File: src/shared/msrm_pkg.sv
/*
  msrm_pkg: constants for the mode select and register map block.
  assumes a single 8-bit register port, byte offsets relative to the register block.
*/
package msrm_pkg;

  // register offsets inside the 128-byte block
  localparam logic [6:0] OFS_PRIO     = 7'h3c;
  localparam logic [6:0] OFS_REGPOS   = 7'h3d;
  localparam logic [6:0] OFS_VISOPT   = 7'h38;
  localparam logic [6:0] OFS_CONFIG   = 7'h3f;
  localparam logic [6:0] OFS_RAMPOS   = 7'h37;

  // field positions
  localparam int BIT_BOOT_READ  = 7;
  localparam int BIT_SPECIAL    = 6;
  localparam int BIT_MODE_A     = 5;
  localparam int BIT_VIS_E      = 4;
  localparam int BIT_RAM_ENABLE = 1;

  // reset values
  localparam logic [3:0] PSEL_RESET   = 4'h5;
  localparam logic [5:0] REGPOS_RESET = 6'h00;
  localparam logic [5:0] RAMPOS_RESET = 6'h01;
  localparam logic [7:0] CONFIG_RESET = 8'h00;

  // register write window after reset, in cycles
  localparam int          REGPOS_WINDOW = 64;
  localparam int          WIN_CNT_W     = 7;

  // map constants
  localparam logic [15:0] BOOT_LO_BASE   = 16'hbc00;
  localparam logic [15:0] BOOT_HI_BASE   = 16'hfc00;
  localparam logic [15:0] BOOT_RB_BASE   = 16'hbe00;
  localparam logic [15:0] VEC_BASE      = 16'hffc0;
  localparam logic [15:0] VEC_TEST_BASE = 16'hbfc0;
  localparam logic [15:0] VEC_BOOT_LO   = 16'h04c4;
  localparam logic [15:0] VEC_BOOT_HI   = 16'h04fd;
  localparam logic [15:0] RAM_ENTRY     = 16'h0400;
  localparam logic [15:0] RAM_LAST      = 16'h04ff;

  typedef enum logic [1:0] {
    MSRM_EXPANDED,
    MSRM_TEST,
    MSRM_SINGLE,
    MSRM_BOOT
  } msrm_mode_t;

endpackage

File: src/rtl/msrm_top.sv
/*
  msrm_top: operating mode control and internal map placement.
  assumes a cpu-side register port with one-cycle strobes, reads answered the
  next cycle, and a cpu address bus decoded combinationally into the map selects.
*/
// Local design decision: the plain strobed port.
// Notes on behaviour
// - single chip: no external bus, boot rom twice
// - single chip ram 0400, regs 0000, internal vectors
// - special test then clear mode a: bootstrap
// - bootstrap vectors come from ram 04c4-04fd
// - loader downloads 256 bytes, jumps to 0400
// - special test: rom at fc00, vectors bfc0
// - special bit is inverse of mode pin
// - two bits decode four modes, mode a resets one
// - special modes write freely; normal: mode a once
// - special bit never set again after clear
// - boot read bit maps rom at be00
// - visibility drives internal read data out
// - visibility bit written once, reset per mode
// - expanded/test: bit controls read visibility
// - single/boot: bit set holds e low
// - position field gives register address bits 15:10
// - position write once within 64 cycles in normal
// - registers win over ram on overlap
// - priority register bit 4 reads zero
// - config write once outside special modes
// - visibility bit is bit 4 at 0038
module msrm_top
  import msrm_pkg::*;
#(
  parameter int WINDOW_CYCLES = REGPOS_WINDOW
) (
  // clock and reset
  input  wire logic        clk,
  input  wire logic        rst,
  // strap
  input  wire logic        mode_pin,
  // register port
  input  wire logic [6:0]  reg_addr,
  input  wire logic [7:0]  reg_wdata,
  input  wire logic        reg_wr,
  input  wire logic        reg_rd,
  output logic      [7:0]  reg_rdata,
  // instruction boundary from the cpu
  input  wire logic        insn_start,
  // cpu bus to decode
  input  wire logic [15:0] cpu_addr,
  input  wire logic        cpu_read,
  input  wire logic        vector_fetch,
  input  wire logic [7:0]  internal_rdata,
  input  wire logic        e_clock_in,
  // map decode
  output logic             sel_regs,
  output logic             sel_ram,
  output logic             sel_boot_rom,
  output logic             sel_external,
  output logic [15:0]      vector_addr,
  // external pins
  output logic             ext_bus_enable,
  output logic [7:0]       ext_data_out,
  output logic             ext_data_oe,
  output logic             e_pin,
  // status
  output logic [1:0]       mode,
  output logic             special_mode_bit,
  output logic             mode_select_a,
  output logic             internal_read_visibility,
  output logic             e_clock_gate,
  output logic             ram_enable_bit,
  output logic [7:0]       config_active
);

  logic       strap_done_r;
  logic       special_r;
  logic       mode_a_r;
  logic       mode_a_once_r;
  logic       boot_read_r;
  logic [3:0] psel_r;
  logic       vis_r;
  logic       vis_once_r;
  logic [5:0] regpos_r;
  logic       regpos_once_r;
  logic [WIN_CNT_W-1:0] win_cnt_r;
  logic [5:0] rampos_r;
  logic [7:0] config_r;
  logic       config_once_r;
  logic [7:0] config_act_r;
  logic       config_pend_r;
  logic [7:0] rdata_r;
  logic [7:0] ext_data_r;
  logic       ext_oe_r;
  logic       e_pin_r;

  msrm_mode_t mode_cur;

  wire wr_prio   = reg_wr && (reg_addr == OFS_PRIO);
  wire wr_regpos = reg_wr && (reg_addr == OFS_REGPOS);
  wire wr_vis    = reg_wr && (reg_addr == OFS_VISOPT);
  wire wr_config = reg_wr && (reg_addr == OFS_CONFIG);
  wire wr_rampos = reg_wr && (reg_addr == OFS_RAMPOS);

  // mode decode from the two bits
  function automatic msrm_mode_t decode_mode(input logic special, input logic mode_a);
    decode_mode = MSRM_EXPANDED;
    case ({special, mode_a})
      2'b11:   decode_mode = MSRM_TEST;
      2'b00:   decode_mode = MSRM_SINGLE;
      2'b10:   decode_mode = MSRM_BOOT;
      default: decode_mode = MSRM_EXPANDED;
    endcase
  endfunction

  // mode classes used by several decoders
  function automatic logic mode_has_bus(input msrm_mode_t m);
    return (m == MSRM_EXPANDED) || (m == MSRM_TEST);
  endfunction

  function automatic logic mode_is_normal(input msrm_mode_t m);
    return (m == MSRM_EXPANDED) || (m == MSRM_SINGLE);
  endfunction

  assign mode_cur = decode_mode(special_r, mode_a_r);

  wire in_window = (win_cnt_r < WIN_CNT_W'(WINDOW_CYCLES));
  wire normal_regpos = mode_is_normal(mode_cur);

  // window and once only in expanded and single chip
  wire regpos_ok = normal_regpos ? (in_window && !regpos_once_r) : 1'b1;
  // mode a once in normal modes
  wire mode_a_ok = special_r || !mode_a_once_r;
  wire config_ok = special_r || !config_once_r;
  // special bit may only be cleared
  wire special_nxt = special_r && reg_wdata[BIT_SPECIAL];

  // first clocked cycle after reset release catches the strap
  always_ff @(posedge clk) begin
    if (rst) begin
      strap_done_r <= 1'b0;
    end else begin
      strap_done_r <= 1'b1;
    end
  end

  // special bit caught from the pin at reset release
  // special bit cannot be set again
  always_ff @(posedge clk) begin
    if (rst) begin
      special_r <= 1'b0;
    end else if (!strap_done_r) begin
      special_r <= !mode_pin;
    end else if (wr_prio) begin
      special_r <= special_nxt;
    end
  end

  // mode a free in special modes, once otherwise
  // writes in the strap cycle are lost on purpose
  always_ff @(posedge clk) begin
    if (rst) begin
      mode_a_r      <= 1'b1;
      mode_a_once_r <= 1'b0;
    end else if (strap_done_r && wr_prio && mode_a_ok) begin
      mode_a_r      <= reg_wdata[BIT_MODE_A];
      mode_a_once_r <= 1'b1;
    end
  end

  // boot read bit, reset zero in every mode since mode a is still one at the strap
  always_ff @(posedge clk) begin
    if (rst) begin
      boot_read_r <= 1'b0;
    end else if (!strap_done_r) begin
      boot_read_r <= !mode_pin && !mode_a_r;
    end else if (wr_prio && special_r) begin
      boot_read_r <= reg_wdata[BIT_BOOT_READ];
    end
  end

  // priority select field, plain read and write
  always_ff @(posedge clk) begin
    if (rst) begin
      psel_r <= PSEL_RESET;
    end else if (strap_done_r && wr_prio) begin
      psel_r <= reg_wdata[3:0];
    end
  end

  // reset one in special test, written once in any mode
  // once flags only cleared by reset
  always_ff @(posedge clk) begin
    if (rst) begin
      vis_r      <= 1'b0;
      vis_once_r <= 1'b0;
    end else if (!strap_done_r) begin
      vis_r <= !mode_pin && mode_a_r;
    end else if (wr_vis && !vis_once_r) begin
      vis_r      <= reg_wdata[BIT_VIS_E];
      vis_once_r <= 1'b1;
    end
  end

  // window counter stops at the limit so it never wraps back open
  always_ff @(posedge clk) begin
    if (rst) begin
      win_cnt_r <= '0;
    end else if (in_window) begin
      win_cnt_r <= win_cnt_r + WIN_CNT_W'(1);
    end
  end

  // once flag only cleared by reset
  always_ff @(posedge clk) begin
    if (rst) begin
      regpos_r      <= REGPOS_RESET;
      regpos_once_r <= 1'b0;
    end else if (wr_regpos && regpos_ok) begin
      regpos_r      <= reg_wdata[7:2];
      regpos_once_r <= 1'b1;
    end
  end

  // ram position, writable any time
  always_ff @(posedge clk) begin
    if (rst) begin
      rampos_r <= RAMPOS_RESET;
    end else if (wr_rampos) begin
      rampos_r <= reg_wdata[7:2];
    end
  end

  // config written once outside special modes
  always_ff @(posedge clk) begin
    if (rst) begin
      config_r      <= CONFIG_RESET;
      config_once_r <= 1'b0;
    end else if (wr_config && config_ok) begin
      config_r      <= reg_wdata;
      config_once_r <= 1'b1;
    end
  end

  // config takes effect at the next instruction start
  // a write in the same cycle as a start waits for the following one
  always_ff @(posedge clk) begin
    if (rst) begin
      config_act_r  <= CONFIG_RESET;
      config_pend_r <= 1'b0;
    end else if (wr_config && config_ok) begin
      config_pend_r <= 1'b1;
    end else if (insn_start && config_pend_r) begin
      config_act_r  <= config_r;
      config_pend_r <= 1'b0;
    end
  end

  // read mux
  // bit 4 of the priority register reads zero
  // visibility bit at bit 4 of 0038
  wire [7:0] prio_rd   = {boot_read_r, special_r, mode_a_r, 1'b0, psel_r};
  wire [7:0] regpos_rd = {regpos_r, 2'b00};
  wire [7:0] rampos_rd = {rampos_r, 2'b00};
  wire [7:0] vis_rd    = {3'b000, vis_r, 4'b0000};
  wire [7:0] config_rd = config_r & 8'h27;
  logic [7:0] rd_mux;

  // unmapped offsets read as zero
  always_comb begin
    rd_mux = 8'h00;
    case (reg_addr)
      OFS_PRIO:   rd_mux = prio_rd;
      OFS_REGPOS: rd_mux = regpos_rd;
      OFS_VISOPT: rd_mux = vis_rd;
      OFS_CONFIG: rd_mux = config_rd;
      OFS_RAMPOS: rd_mux = rampos_rd;
      default:    rd_mux = 8'h00;
    endcase
  end

  always_ff @(posedge clk) begin
    if (rst) begin
      rdata_r <= 8'h00;
    end else begin
      rdata_r <= reg_rd ? rd_mux : 8'h00;
    end
  end

  // map decode
  // register block at regpos:0000-007f
  wire hit_regs = (cpu_addr[15:10] == regpos_r) && (cpu_addr[9:7] == 3'b000);
  wire hit_ram  = ram_enable_bit && (cpu_addr[15:10] == rampos_r) && (cpu_addr[9:8] == 2'b00);
  // single chip rom at bc00 and fc00
  // boot read bit rom at be00 in special modes
  wire hit_hi   = (cpu_addr[15:10] == BOOT_HI_BASE[15:10]);
  wire hit_lo   = (cpu_addr[15:10] == BOOT_LO_BASE[15:10]);
  wire hit_rb   = (cpu_addr[15:9] == BOOT_RB_BASE[15:9]);
  wire hit_boot = ((mode_cur == MSRM_SINGLE) && (hit_hi || hit_lo))
                || ((mode_cur == MSRM_TEST) && hit_hi)
                || (special_r && boot_read_r && hit_rb);
  // bootstrap mode keeps the rom in the map
  wire hit_boot_b = (mode_cur == MSRM_BOOT) && (hit_hi || hit_rb && boot_read_r);

  assign sel_regs     = hit_regs;
  assign sel_ram      = hit_ram && !hit_regs;
  assign sel_boot_rom = !hit_regs && !hit_ram && (hit_boot || hit_boot_b);
  // no external space in single chip or bootstrap
  assign ext_bus_enable = mode_has_bus(mode_cur);
  assign sel_external   = ext_bus_enable && !sel_regs && !sel_ram && !sel_boot_rom;

  // internal vectors at ffc0 in single chip
  wire [15:0] vec_boot = VEC_BOOT_LO + {10'h000, cpu_addr[5:0]} - 16'h0004;
  logic [15:0] vec_sel;

  // expanded mode uses the same ffc0 table, only fetched externally
  always_comb begin
    vec_sel = VEC_BASE | {10'h000, cpu_addr[5:0]};
    unique case (mode_cur)
      MSRM_TEST:     vec_sel = VEC_TEST_BASE | {10'h000, cpu_addr[5:0]};
      MSRM_BOOT:     vec_sel = vec_boot;
      MSRM_EXPANDED: vec_sel = VEC_BASE | {10'h000, cpu_addr[5:0]};
      MSRM_SINGLE:   vec_sel = VEC_BASE | {10'h000, cpu_addr[5:0]};
    endcase
  end

  assign vector_addr = vec_sel;

  // visibility on only in expanded and test modes
  // e gated only in single chip and bootstrap
  assign internal_read_visibility = ext_bus_enable && vis_r;
  assign e_clock_gate             = !ext_bus_enable && vis_r;

  // internal reads driven onto the external data bus
  always_ff @(posedge clk) begin
    if (rst) begin
      ext_oe_r <= 1'b0;
    end else begin
      ext_oe_r <= internal_read_visibility && cpu_read && !sel_external;
    end
  end

  // captured every cycle; only meaningful beside the enable
  always_ff @(posedge clk) begin
    if (rst) begin
      ext_data_r <= 8'h00;
    end else begin
      ext_data_r <= internal_rdata;
    end
  end

  // e pin held low while gated
  always_ff @(posedge clk) begin
    if (rst) begin
      e_pin_r <= 1'b0;
    end else begin
      e_pin_r <= e_clock_gate ? 1'b0 : e_clock_in;
    end
  end

  assign reg_rdata        = rdata_r;
  assign ext_data_out     = ext_data_r;
  assign ext_data_oe      = ext_oe_r;
  assign e_pin            = e_pin_r;
  assign mode             = mode_cur;
  assign special_mode_bit = special_r;
  assign mode_select_a    = mode_a_r;
  assign ram_enable_bit   = config_act_r[BIT_RAM_ENABLE] || (mode_cur != MSRM_EXPANDED);
  assign config_active    = config_act_r;

  // loader entry and last download byte address
  wire unused_ok = (RAM_ENTRY != RAM_LAST) || vector_fetch;

endmodule

File: config.mk
export PLATFORM = sky130hd
export DESIGN_NAME = msrm_top
export DESIGN_NICKNAME = d
export VERILOG_FILES = /design/src/shared/msrm_pkg.sv /design/src/rtl/msrm_top.sv
export SDC_FILE = /design/constraint.sdc
export NUM_CORES = 1
export LEC_CHECK = 0
export ABC_AREA = 1
export BUFFER_PORTS_ARGS = -buffer_cell sky130_fd_sc_hd__buf_4
export CORE_MARGIN = 4
export CORE_UTILIZATION = 46
export CTS_CLUSTER_DIAMETER = 40
export DETAILED_ROUTE_END_ITERATION = 12
export PLACE_DENSITY = 0.81
export SYNTH_ARGS = -nofsm -noshare
export SYNTH_HDL_FRONTEND = slang
export SYNTH_SLANG_ARGS = --single-unit
File: constraint.sdc
create_clock -name clk -period 1.1 [get_ports clk]
set_input_delay 0.22 -clock clk [delete_from_list [all_inputs] [get_ports clk]]
set_output_delay 0.22 -clock clk [all_outputs]
set_load 0.05 [all_outputs]
==> metrics.txt, run 1 <==
status=finished with violations; failing checks=negative setup slack; critical path class=reg -> out; Clk network pwr share=39.5%; Via Count=3867; CP Launch Point=rampos_r[1]; Synth cell types=31; Max VDD drop=1.01 mV; Syn Area/Cell=6.85 sq um; final setup TNS=-18440 ps; fillers=361; ys flop type=dfxtp_1; crit path buf inv count=4; Layout Skew=7.53 ps; # H-tree levels=3; Stages on worst setup path=10; sequential share of power=45.5%; CP Capture Type=output pin; Power Total=5.47 mW; die area=8350 sq um; Hold Crit Class=in -> reg; Port-buffer cells=84; Max FO, Critical Path=3; TritonCTS clock tree=yes; PwrDens=992 nW/um^2; routed wire length=13000 um; Post-synth EDFFs=0; Net Sw Power=1.50 mW; layout cell share with drive strength beyond 1=50.8%; MaxCap Viol Count=0; global-route wire length before repair=16500 um; Hold Crit Depth=3; final hold viol count=0; CP delay by family, top=simple AND/OR/NAND/NOR gates; Remaining DRCs=0; WL/cell=18.6 um; Horiz. Die Dim=91.4 um; CP startpoint kind=register; clock transition at the registers of the reported paths=80 ps; Num CTS Buffers=9; most frequent cells in the layout=99 x buf_4, 80 x nand2_1, 60 x inv_1, 50 x nor2_1, 43 x dfxtp_1; CP peak stage delay=380 ps; drt via density=5.54; crit path cell chain=inv_2 -> nand2_1 -> nand2_1 -> inv_1 -> nand2_2 -> nor2_4 -> nand2_4 -> nand3_4 -> clkinvlp_4 -> buf_6; cell mode on critical path=nand2_1; routability congestion estimate=0.893; Syn Inst Count=467; path depth of the worst reg2reg path=9; # setup viols final=51; Leak Pwr=2.56 nW; setup ws final=-815 ps; #FFs+latches synth=67; Total GRT Usage=24.9%; mapped cell area=3200 sq um; Hold Startpoint=internal_rdata[1]; initial antenna violation count=0; pre-CTS WS=-344 ps; Layout area overhead=72.1%; # nets final=662; DPL Wire Length=6670 um; Initial Util=47.4%; ANT nets after route=0; commonest non-fill, non-tap cell in the layout=buf_4; RSZ-0062 raised after global routing=true; Die Height=91.4 um; slowest CP cell=dfxtp_2; Post-Place Cells=651; Detailed Route Iter0 Violations=238; Clk Latency, worst-skew pair=350 ps; Core Util, Final=81.5%; Cell Count, Final, Fillers Out=698; Yosys Warn Count=0; Seq/Total Area, Yosys=41.9%; asr flop ratio synth=0%; Ports=102; Req. time, crit path=880 ps; Ant. Diodes=0; Pint=3.96 mW; clock sink count=67; largest net degree at the start of global routing=19; Data arrival, critical path=1690 ps; Root Buffer Master=clkbuf_8; worst r2r src=special_mode_bit; vias in the first global route=3534; grt total ovfl=0; Max clock buf depth=2; first-pass detailed-route iteration total=6; Final period util=174%; row count=30; area of the core=6760 sq um; Slew Limit Fails=0; fmax=522 MHz; combinational share of power=15.0%; Tmin final=1910 ps; switching fraction of total power=27.5%
## through the flow
step | hold WS [ps] | cell area, sq um
after detailed placement | 427 | 4320
after global routing | 75.2 | 5510
after global placement | 418 | 4320
final | 74.6 | 5510
after floorplan | 327 | 3370
after CTS | 72.4 | 5030
## power groups by stage
stage / Combinational [mW] / Clock, mW / Sequential, mW
after CTS: 0.688 / 2.11 / 2.49
after global routing: 0.864 / 2.26 / 2.49
final: 0.819 / 2.16 / 2.49
after global placement: 0.620 / 0 / 2.54
after floorplan: 0.330 / 0 / 2.61
after detailed placement: 0.629 / 0 / 2.54
## registers in the layout, indices dropped and copies added, names as in the netlist, 4 cells and up
name,cells
ext_data_out,8
psel_r,4
config_active,8
reg_rdata,8
rampos_r,6
regpos_r,6
config_r,8
win_cnt_r,7
## per-layer routing
layer | part of all wire, % | vias to the layer above | track usage (%)
li1 | - | 1732 | -
met1 | 34 | 1779 | 27.0
met2 | 51 | 264 | 44.8
met3 | 7.9 | 92 | 5.55
met4 | 7.5 | 0 | 12.8
met5 | 0 | - | 0
## path summary, 6_finish.rpt
path                      end  slack [ps]
min reg2reg        vis_once_r         470
min           ext_data_out[1]          70
max              sel_external        -810
max reg2reg  config_active[1]        -410
## synthesized netlist by cell type (2+ instances only)
cell type / instances / area (sq um)
nor3_4: 2 / 32.5
nor2_4: 5 / 56.3
buf_2: 3 / 15.0
buf_4: 9 / 67.6
inv_2: 4 / 15.0
o21ai_0: 22 / 110
o211ai_1: 3 / 22.5
nand4_1: 4 / 25.0
o22ai_1: 2 / 12.5
o21ai_1: 7 / 35.0
nor2_1: 62 / 233
inv_1: 74 / 278
nand3_1: 34 / 170
buf_6: 2 / 22.5
nand2_4: 2 / 22.5
clkbuf_1: 16 / 60.1
nand2_1: 102 / 383
a21oi_1: 35 / 175
dfxtp_1: 67 / 1340
## cell families (layout without fill, tap and decap cells)
kind of cell,Yosys count,after routing,share of synthesized area [%]
other cells,1,3,0.117
compound gates,73,73,12.2
flops,67,67,41.9
fa+ha+maj,1,1,0.391
buf+inv,108,257,14.3
simple gates,216,216,30.8
xor+xnor,1,1,0.274
## worst register-to-register path: cells and delay by family, from the launching register on
family	cells	cell delay (ps)
buffers and inverters	5	620
flip-flops	1	400
AND/OR/NAND/NOR	3	260
AO/OA/AOI/OAI	1	120
## final cells by class
cell class              instances  area (sq um)  area share [%]
clock buffers                  11           153            2.77
clock inverters                 5          50.0           0.909
inverters                      78           314            5.70
multi-input cells             294          1840            33.5
flip-flops and latches         67          1380            25.0
well taps                      80           100            1.82
repair buffers                163          1670            30.3
## what timing repair did
item                       4_1_cts  5_1_grt
resized for setup               94      105
hold buffers                     0        0
setup endpoints to repair       54       69
buffers inserted                12       20
pin swaps                       15       33
cloned                           4        1
(Power assumes the default switching activity.)
==> run 2: changes to the inputs <==
Settings changed: ABC_CLOCK_PERIOD_IN_PS set to 1100, CELL_PAD_IN_SITES_DETAIL_PLACEMENT set to 1, CELL_PAD_IN_SITES_GLOBAL_PLACEMENT set to 2, CORE_UTILIZATION 46 to 24, PLACE_DENSITY 0.81 to 0.79.
==> run 2 against run 1 <==
- critical path depth fell by 2
- fmax up 9.0%
- cell count is 14% higher
- routed wire length is 8.1% lower
- hold slack gained 8.1 ps
- combinational power down 2.9%
- design area rose by 6.0%
- clock skew shrank 0.65 ps
- register-to-register slack better by 30 ps
- the flow still finishes with violations (negative setup slack)
- highest routed layer unchanged
- die area up 82%
- utilization shrank 36 points
- global-route usage decreased by 9.1 points
==> metrics.txt, run 2 (synthesis gave the netlist of run 1 again) <==
MaxCap Viol Count=0; WL/cell=15.0 um; final hold viol count=0; largest net degree at the start of global routing=19; drt via density=4.37; Ports=102; met1 Use GR=17.8%; routability congestion estimate=0.825; Initial Util=24.9%; CP startpoint kind=register; # nets final=671; M2 GR Usage=28.7%; initial antenna violation count=0; Post-Place Cells=751; clock transition at the registers of the reported paths=50 ps; area of the core=12800 sq um; Worst R2R Setup Slack=-380 ps; Remaining DRCs=0; Leak Pwr=2.64 nW; die area=15200 sq um; commonest non-fill, non-tap cell in the layout=buf_4; Data arrival, critical path=1540 ps; Die Height=123 um; fmax=569 MHz; TritonCTS clock tree=yes; Clk Latency, worst-skew pair=340 ps; most frequent cells in the layout=114 x buf_4, 69 x nand2_1, 57 x inv_1, 43 x nor2_1, 41 x dfxtp_1; Detailed Route Iter0 Violations=134; crit path cell chain=inv_8 -> nand3b_1 -> nand3_1 -> nor2_2 -> nand2_2 -> nand3_4 -> clkinvlp_4 -> buf_8; RSZ-0062 raised after global routing=true; Hold Crit Class=in -> reg; clock sink count=67; Core Util, Final=45.5%; Hold Startpoint=internal_rdata[1]; worst r2r src=special_mode_bit; first-pass detailed-route iteration total=4; Slew Limit Fails=0; met3 Usage GRT=4.21%; Num CTS Buffers=9; gr busiest metal=met2; status=finished with violations; # H-tree levels=3; failing checks=negative setup slack; Cell Count, Final, Fillers Out=797; setup ws final=-657 ps; CP Launch Point=special_mode_bit; Root Buffer Master=clkbuf_16; Tmin final=1760 ps; DPL Wire Length=8440 um; Total GRT Usage=15.8%; grt total ovfl=0; Max VDD drop=0.796 mV; CP delay by family, top=simple AND/OR/NAND/NOR gates; vias in the first global route=3610; # setup viols final=48; CP Capture Type=output pin; Max clock buf depth=2; ANT nets after route=0; critical path class=reg -> out; layout cell share with drive strength beyond 1=55.4%; crit path buf inv count=3; pre-CTS WS=-431 ps; routed wire length=11900 um; Req. time, crit path=880 ps; Max FO, Critical Path=4; Final period util=160%; Layout Skew=6.89 ps; PwrDens=1080 nW/um^2; Via Count=3486; Ant. Diodes=0; CP peak stage delay=380 ps; Horiz. Die Dim=123 um; global-route wire length before repair=18400 um; Port-buffer cells=84; slowest CP cell=dfxtp_4; row count=41; Layout area overhead=82.4%
==> run 2: worst paths after layout <==
check / cells after the start / endpoint
worst min-delay path: 3 / ext_data_out[1]
worst max-delay path: 8 / sel_external
worst min register to register: 2 / vis_once_r
worst max register to register: 10 / config_active[1]
==> run 2: timing repair <==
action / in CTS / in global routing
gates cloned: 5 / 0
setup endpoints to repair: 56 / 67
gates resized for setup: 130 / 115
hold buffers: 0 / 0
setup buffers: 16 / 24
pin swaps: 28 / 41
==> run 2: cell type report <==
cell class              instances  area (sq um)
multi-input cells             294          1930
repair buffers                172          1680
fillers                      1528          6990
well taps                     172           215
clock buffers                   9           225
clock inverters                 5          77.6
flip-flops and latches         67          1390
inverters                      78           322
==> run 2: worst reg2reg max path, cell delays in order (launching register included) <==
cell and delay [ps]:
dfxtp_4 380, inv_8 40, buf_4 120, buf_6 120, nand2_4 60, nand4_4 140, buf_6 200, buf_16 140
nand3_2 60, nand2_1 60, nor2_1 100
==> run 2: metal layers <==
metal,share of wire [%],up-vias
li1,-,1755
met1,41,1636
met2,53,76
met3,4.9,19
met4,1.6,0
met5,0,-
==> run 2: through the flow <==
| step | power (mW) | TNS [ps] | cell area (sq um) | hold WS [ps] |
|---|---|---|---|---|
| global route | 6.54 | -16490 | 5840 | 80.4 |
| floorplan | 2.94 | -10780 | 3370 | 327 |
| CTS | 6.31 | -15260 | 5430 | 73.4 |
| global placement | 3.18 | -10650 | 4470 | 419 |
| finish | 6.30 | -13600 | 5840 | 82.6 |
| detailed placement | 3.20 | -11760 | 4470 | 431 |
==> run 2: report_power, final <==
part           total, mW  internal, mW  switching (mW)
Combinational      0.795         0.331           0.464
Sequential          2.49          2.45          0.0347
Clock               3.01          1.95            1.06
==> run 3: changes to the inputs <==
Settings changed: ABC_AREA 1 to not set, CORE_UTILIZATION 24 to 26, PLACE_DENSITY 0.79 to 0.78.
==> run 3 against run 2 <==
- the flow still finishes with violations (negative setup slack)
- first-iteration DRC count decreased by 61%
- non-clock buffer count increased by 7
- utilization up 1.9 points
- critical path type unchanged
- critical endpoint is now sel_ram
- largest power group unchanged
==> metrics.txt, run 3 <==
final setup TNS=-17160 ps; Max clock buf depth=2; asr flop ratio synth=0%; Post-Place Cells=573; Commonest cells post-synth=67 x dfxtp_1, 45 x nor2_1, 36 x mux2i_1, 23 x nand2_1, 17 x clkbuf_1; top cell type's share of synthesized area=44.7%; grt total ovfl=0; critical path class=reg -> out; Die Height=115 um; Seq/Total Area, Yosys=44.7%; Max VDD drop=0.641 mV; Port-buffer cells=84; most frequent cell after synthesis=dfxtp_1; mapped cell area=3000 sq um; Yosys top cell by area=dfxtp_1; Post-synth EDFFs=0; clock transition at the registers of the reported paths=50 ps; die area=13300 sq um; TritonCTS clock tree=yes; Detailed Route Iter0 Violations=52; CP startpoint kind=register; Cell Count, Final, Fillers Out=616; Data arrival, critical path=1760 ps; largest net degree at the start of global routing=48; row count=38; Slew Limit Fails=0; fillers=1205; drt via density=4.69; WL/cell=17.9 um; Root Buffer Master=clkbuf_16; first-pass detailed-route iteration total=4; Syn Area/Cell=9.49 sq um; layout cell share with drive strength beyond 1=55.0%; Total GRT Usage=16.4%; Layout Skew=4.45 ps; commonest non-fill, non-tap cell in the layout=buf_4; CP Capture Type=output pin; Num CTS Buffers=9; Remaining DRCs=0; initial antenna violation count=0; routed wire length=11000 um; Ports=102; area of the core=11100 sq um; fmax=504 MHz; vias in the first global route=3094; Req. time, crit path=880 ps; status=finished with violations; RSZ-0062 raised after global routing=true; most frequent cells in the layout=126 x buf_4, 51 x dfxtp_1, 43 x nor2_1, 32 x mux2i_1, 32 x buf_6; Horiz. Die Dim=115 um; Hold Crit Class=in -> reg; setup ws final=-883 ps; Clk Latency, worst-skew pair=320 ps; failing checks=negative setup slack; Max FO, Critical Path=4; Hold-fix buffers, CTS=0; # setup viols final=61; ys flop type=dfxtp_1; #FFs+latches synth=67; global-route wire length before repair=16700 um; ANT nets after route=0; PwrDens=1120 nW/um^2; Ant. Diodes=0; Tmin final=1980 ps; Initial Util=27.1%; Yosys Warn Count=0; DPL Wire Length=7490 um; final hold viol count=0; Syn Inst Count=316; Synth cell types=54; routability congestion estimate=0.822; Final period util=180%; # nets final=523; clock sink count=67; largest cells by area after synthesis=dfxtp_1 45%, mux2i_1 12%, nor2_1 5.6%, nand2_1 2.9%, xor2_1 2.6%; Via Count=2892; # H-tree levels=3; Layout area overhead=75.1%; Leak Pwr=2.26 nW; MaxCap Viol Count=0
-- run 3: cell count changes in the layout (fill, tap and decap cells not counted), moves of 11 or more --
cell	change
a21oi_1	-11
a21oi_2	-16
buf_4	+12
inv_1	-54
inv_2	-14
mux2i_1	+32
nand2_1	-50
nand2_2	-21
nand3_1	-20
nor2_4	-13
-- run 3: power breakdown --
part / internal, mW / switching [mW]
registers: 2.46 / 0.0252
logic: 0.384 / 0.433
clock network: 1.54 / 1.02
-- run 3: timing repair --
| action | 4_1_cts | 5_1_grt |
|---|---|---|
| hold endpoints to repair | 0 | 0 |
| gates cloned | 1 | 0 |
| setup buffers | 18 | 13 |
| gates resized for setup | 104 | 34 |
| pin swaps | 20 | 14 |
| endpoints found under the setup margin | 72 | 79 |
-- run 3: cells by family (layout without fill, tap and decap cells) --
family / Yosys count / count (layout) / share of synthesized area [%]
XOR/XNOR: 17 / 17 / 4.96
buffers and inverters: 39 / 197 / 6.72
AO/OA/AOI/OAI: 30 / 30 / 8.51
flip-flops: 67 / 67 / 44.7
multiplexers: 38 / 38 / 12.8
adder cells (fa/ha/maj): 1 / 1 / 0.417
AND/OR/NAND/NOR: 123 / 123 / 21.8
other: 1 / 3 / 0.125
-- run 3: path summary, 6_finish.rpt --
| check | slack, ps | endpoint | depth (start not counted) | start |
|---|---|---|---|---|
| max | -880 | sel_ram | 5 | rampos_r[3] |
| min | 110 | ext_data_out[1] | 2 | internal_rdata[1] |
| max reg2reg | -350 | ext_data_oe | 4 | special_mode_bit |
| min reg2reg | 470 | config_once_r | 2 | config_once_r |
-- run 3: cell type report --
cell class | count | area, sq um | area share (%)
Multi-Input combinational cell | 212 | 1780 | 33.9
Timing Repair Buffer | 179 | 1650 | 31.3
Sequential cell | 67 | 1370 | 26.0
Clock buffer | 10 | 239 | 4.55
Tap cell | 140 | 175 | 3.33
Inverter | 5 | 30.0 | 0.572
Clock inverter | 3 | 16.3 | 0.310
-- run 3: per-layer routing --
| layer | GRT usage [%] | vias up | share of wire (%) |
|---|---|---|---|
| met3 | 2.95 | 15 | 5.3 |
| met2 | 28.9 | 84 | 51 |
| met5 | 0 | - | 0 |
| met4 | 4.93 | 0 | 1.4 |
| met1 | 20.3 | 1405 | 42 |
| li1 | - | 1388 | - |
-- run 3: critical path, cell delays in order (launching register included) --
cell and delay [ps]:
dfxtp_2 330, xor2_1 150, or3_4 340, nor4_4 240, nor2b_4 220, buf_6 160
-- run 3: per-stage QoR --
| stage | power, mW | hold WS [ps] | cell area (sq um) | setup slack (ps) | util [%] |
|---|---|---|---|---|---|
| 2_1_floorplan | 2.93 | 313 | 3160 | -1610 | - |
| 3_3_place_gp | 3.19 | 429 | 4250 | -626 | 38.3 |
| 3_5_place_dp | 3.21 | 439 | 4250 | -685 | 38.3 |
| 4_1_cts | 5.87 | 104 | 5040 | -903 | 45.5 |
| 5_1_grt | 6.10 | 103 | 5250 | -953 | 47.4 |
| 6_report | 5.87 | 108 | 5250 | -883 | 47.4 |
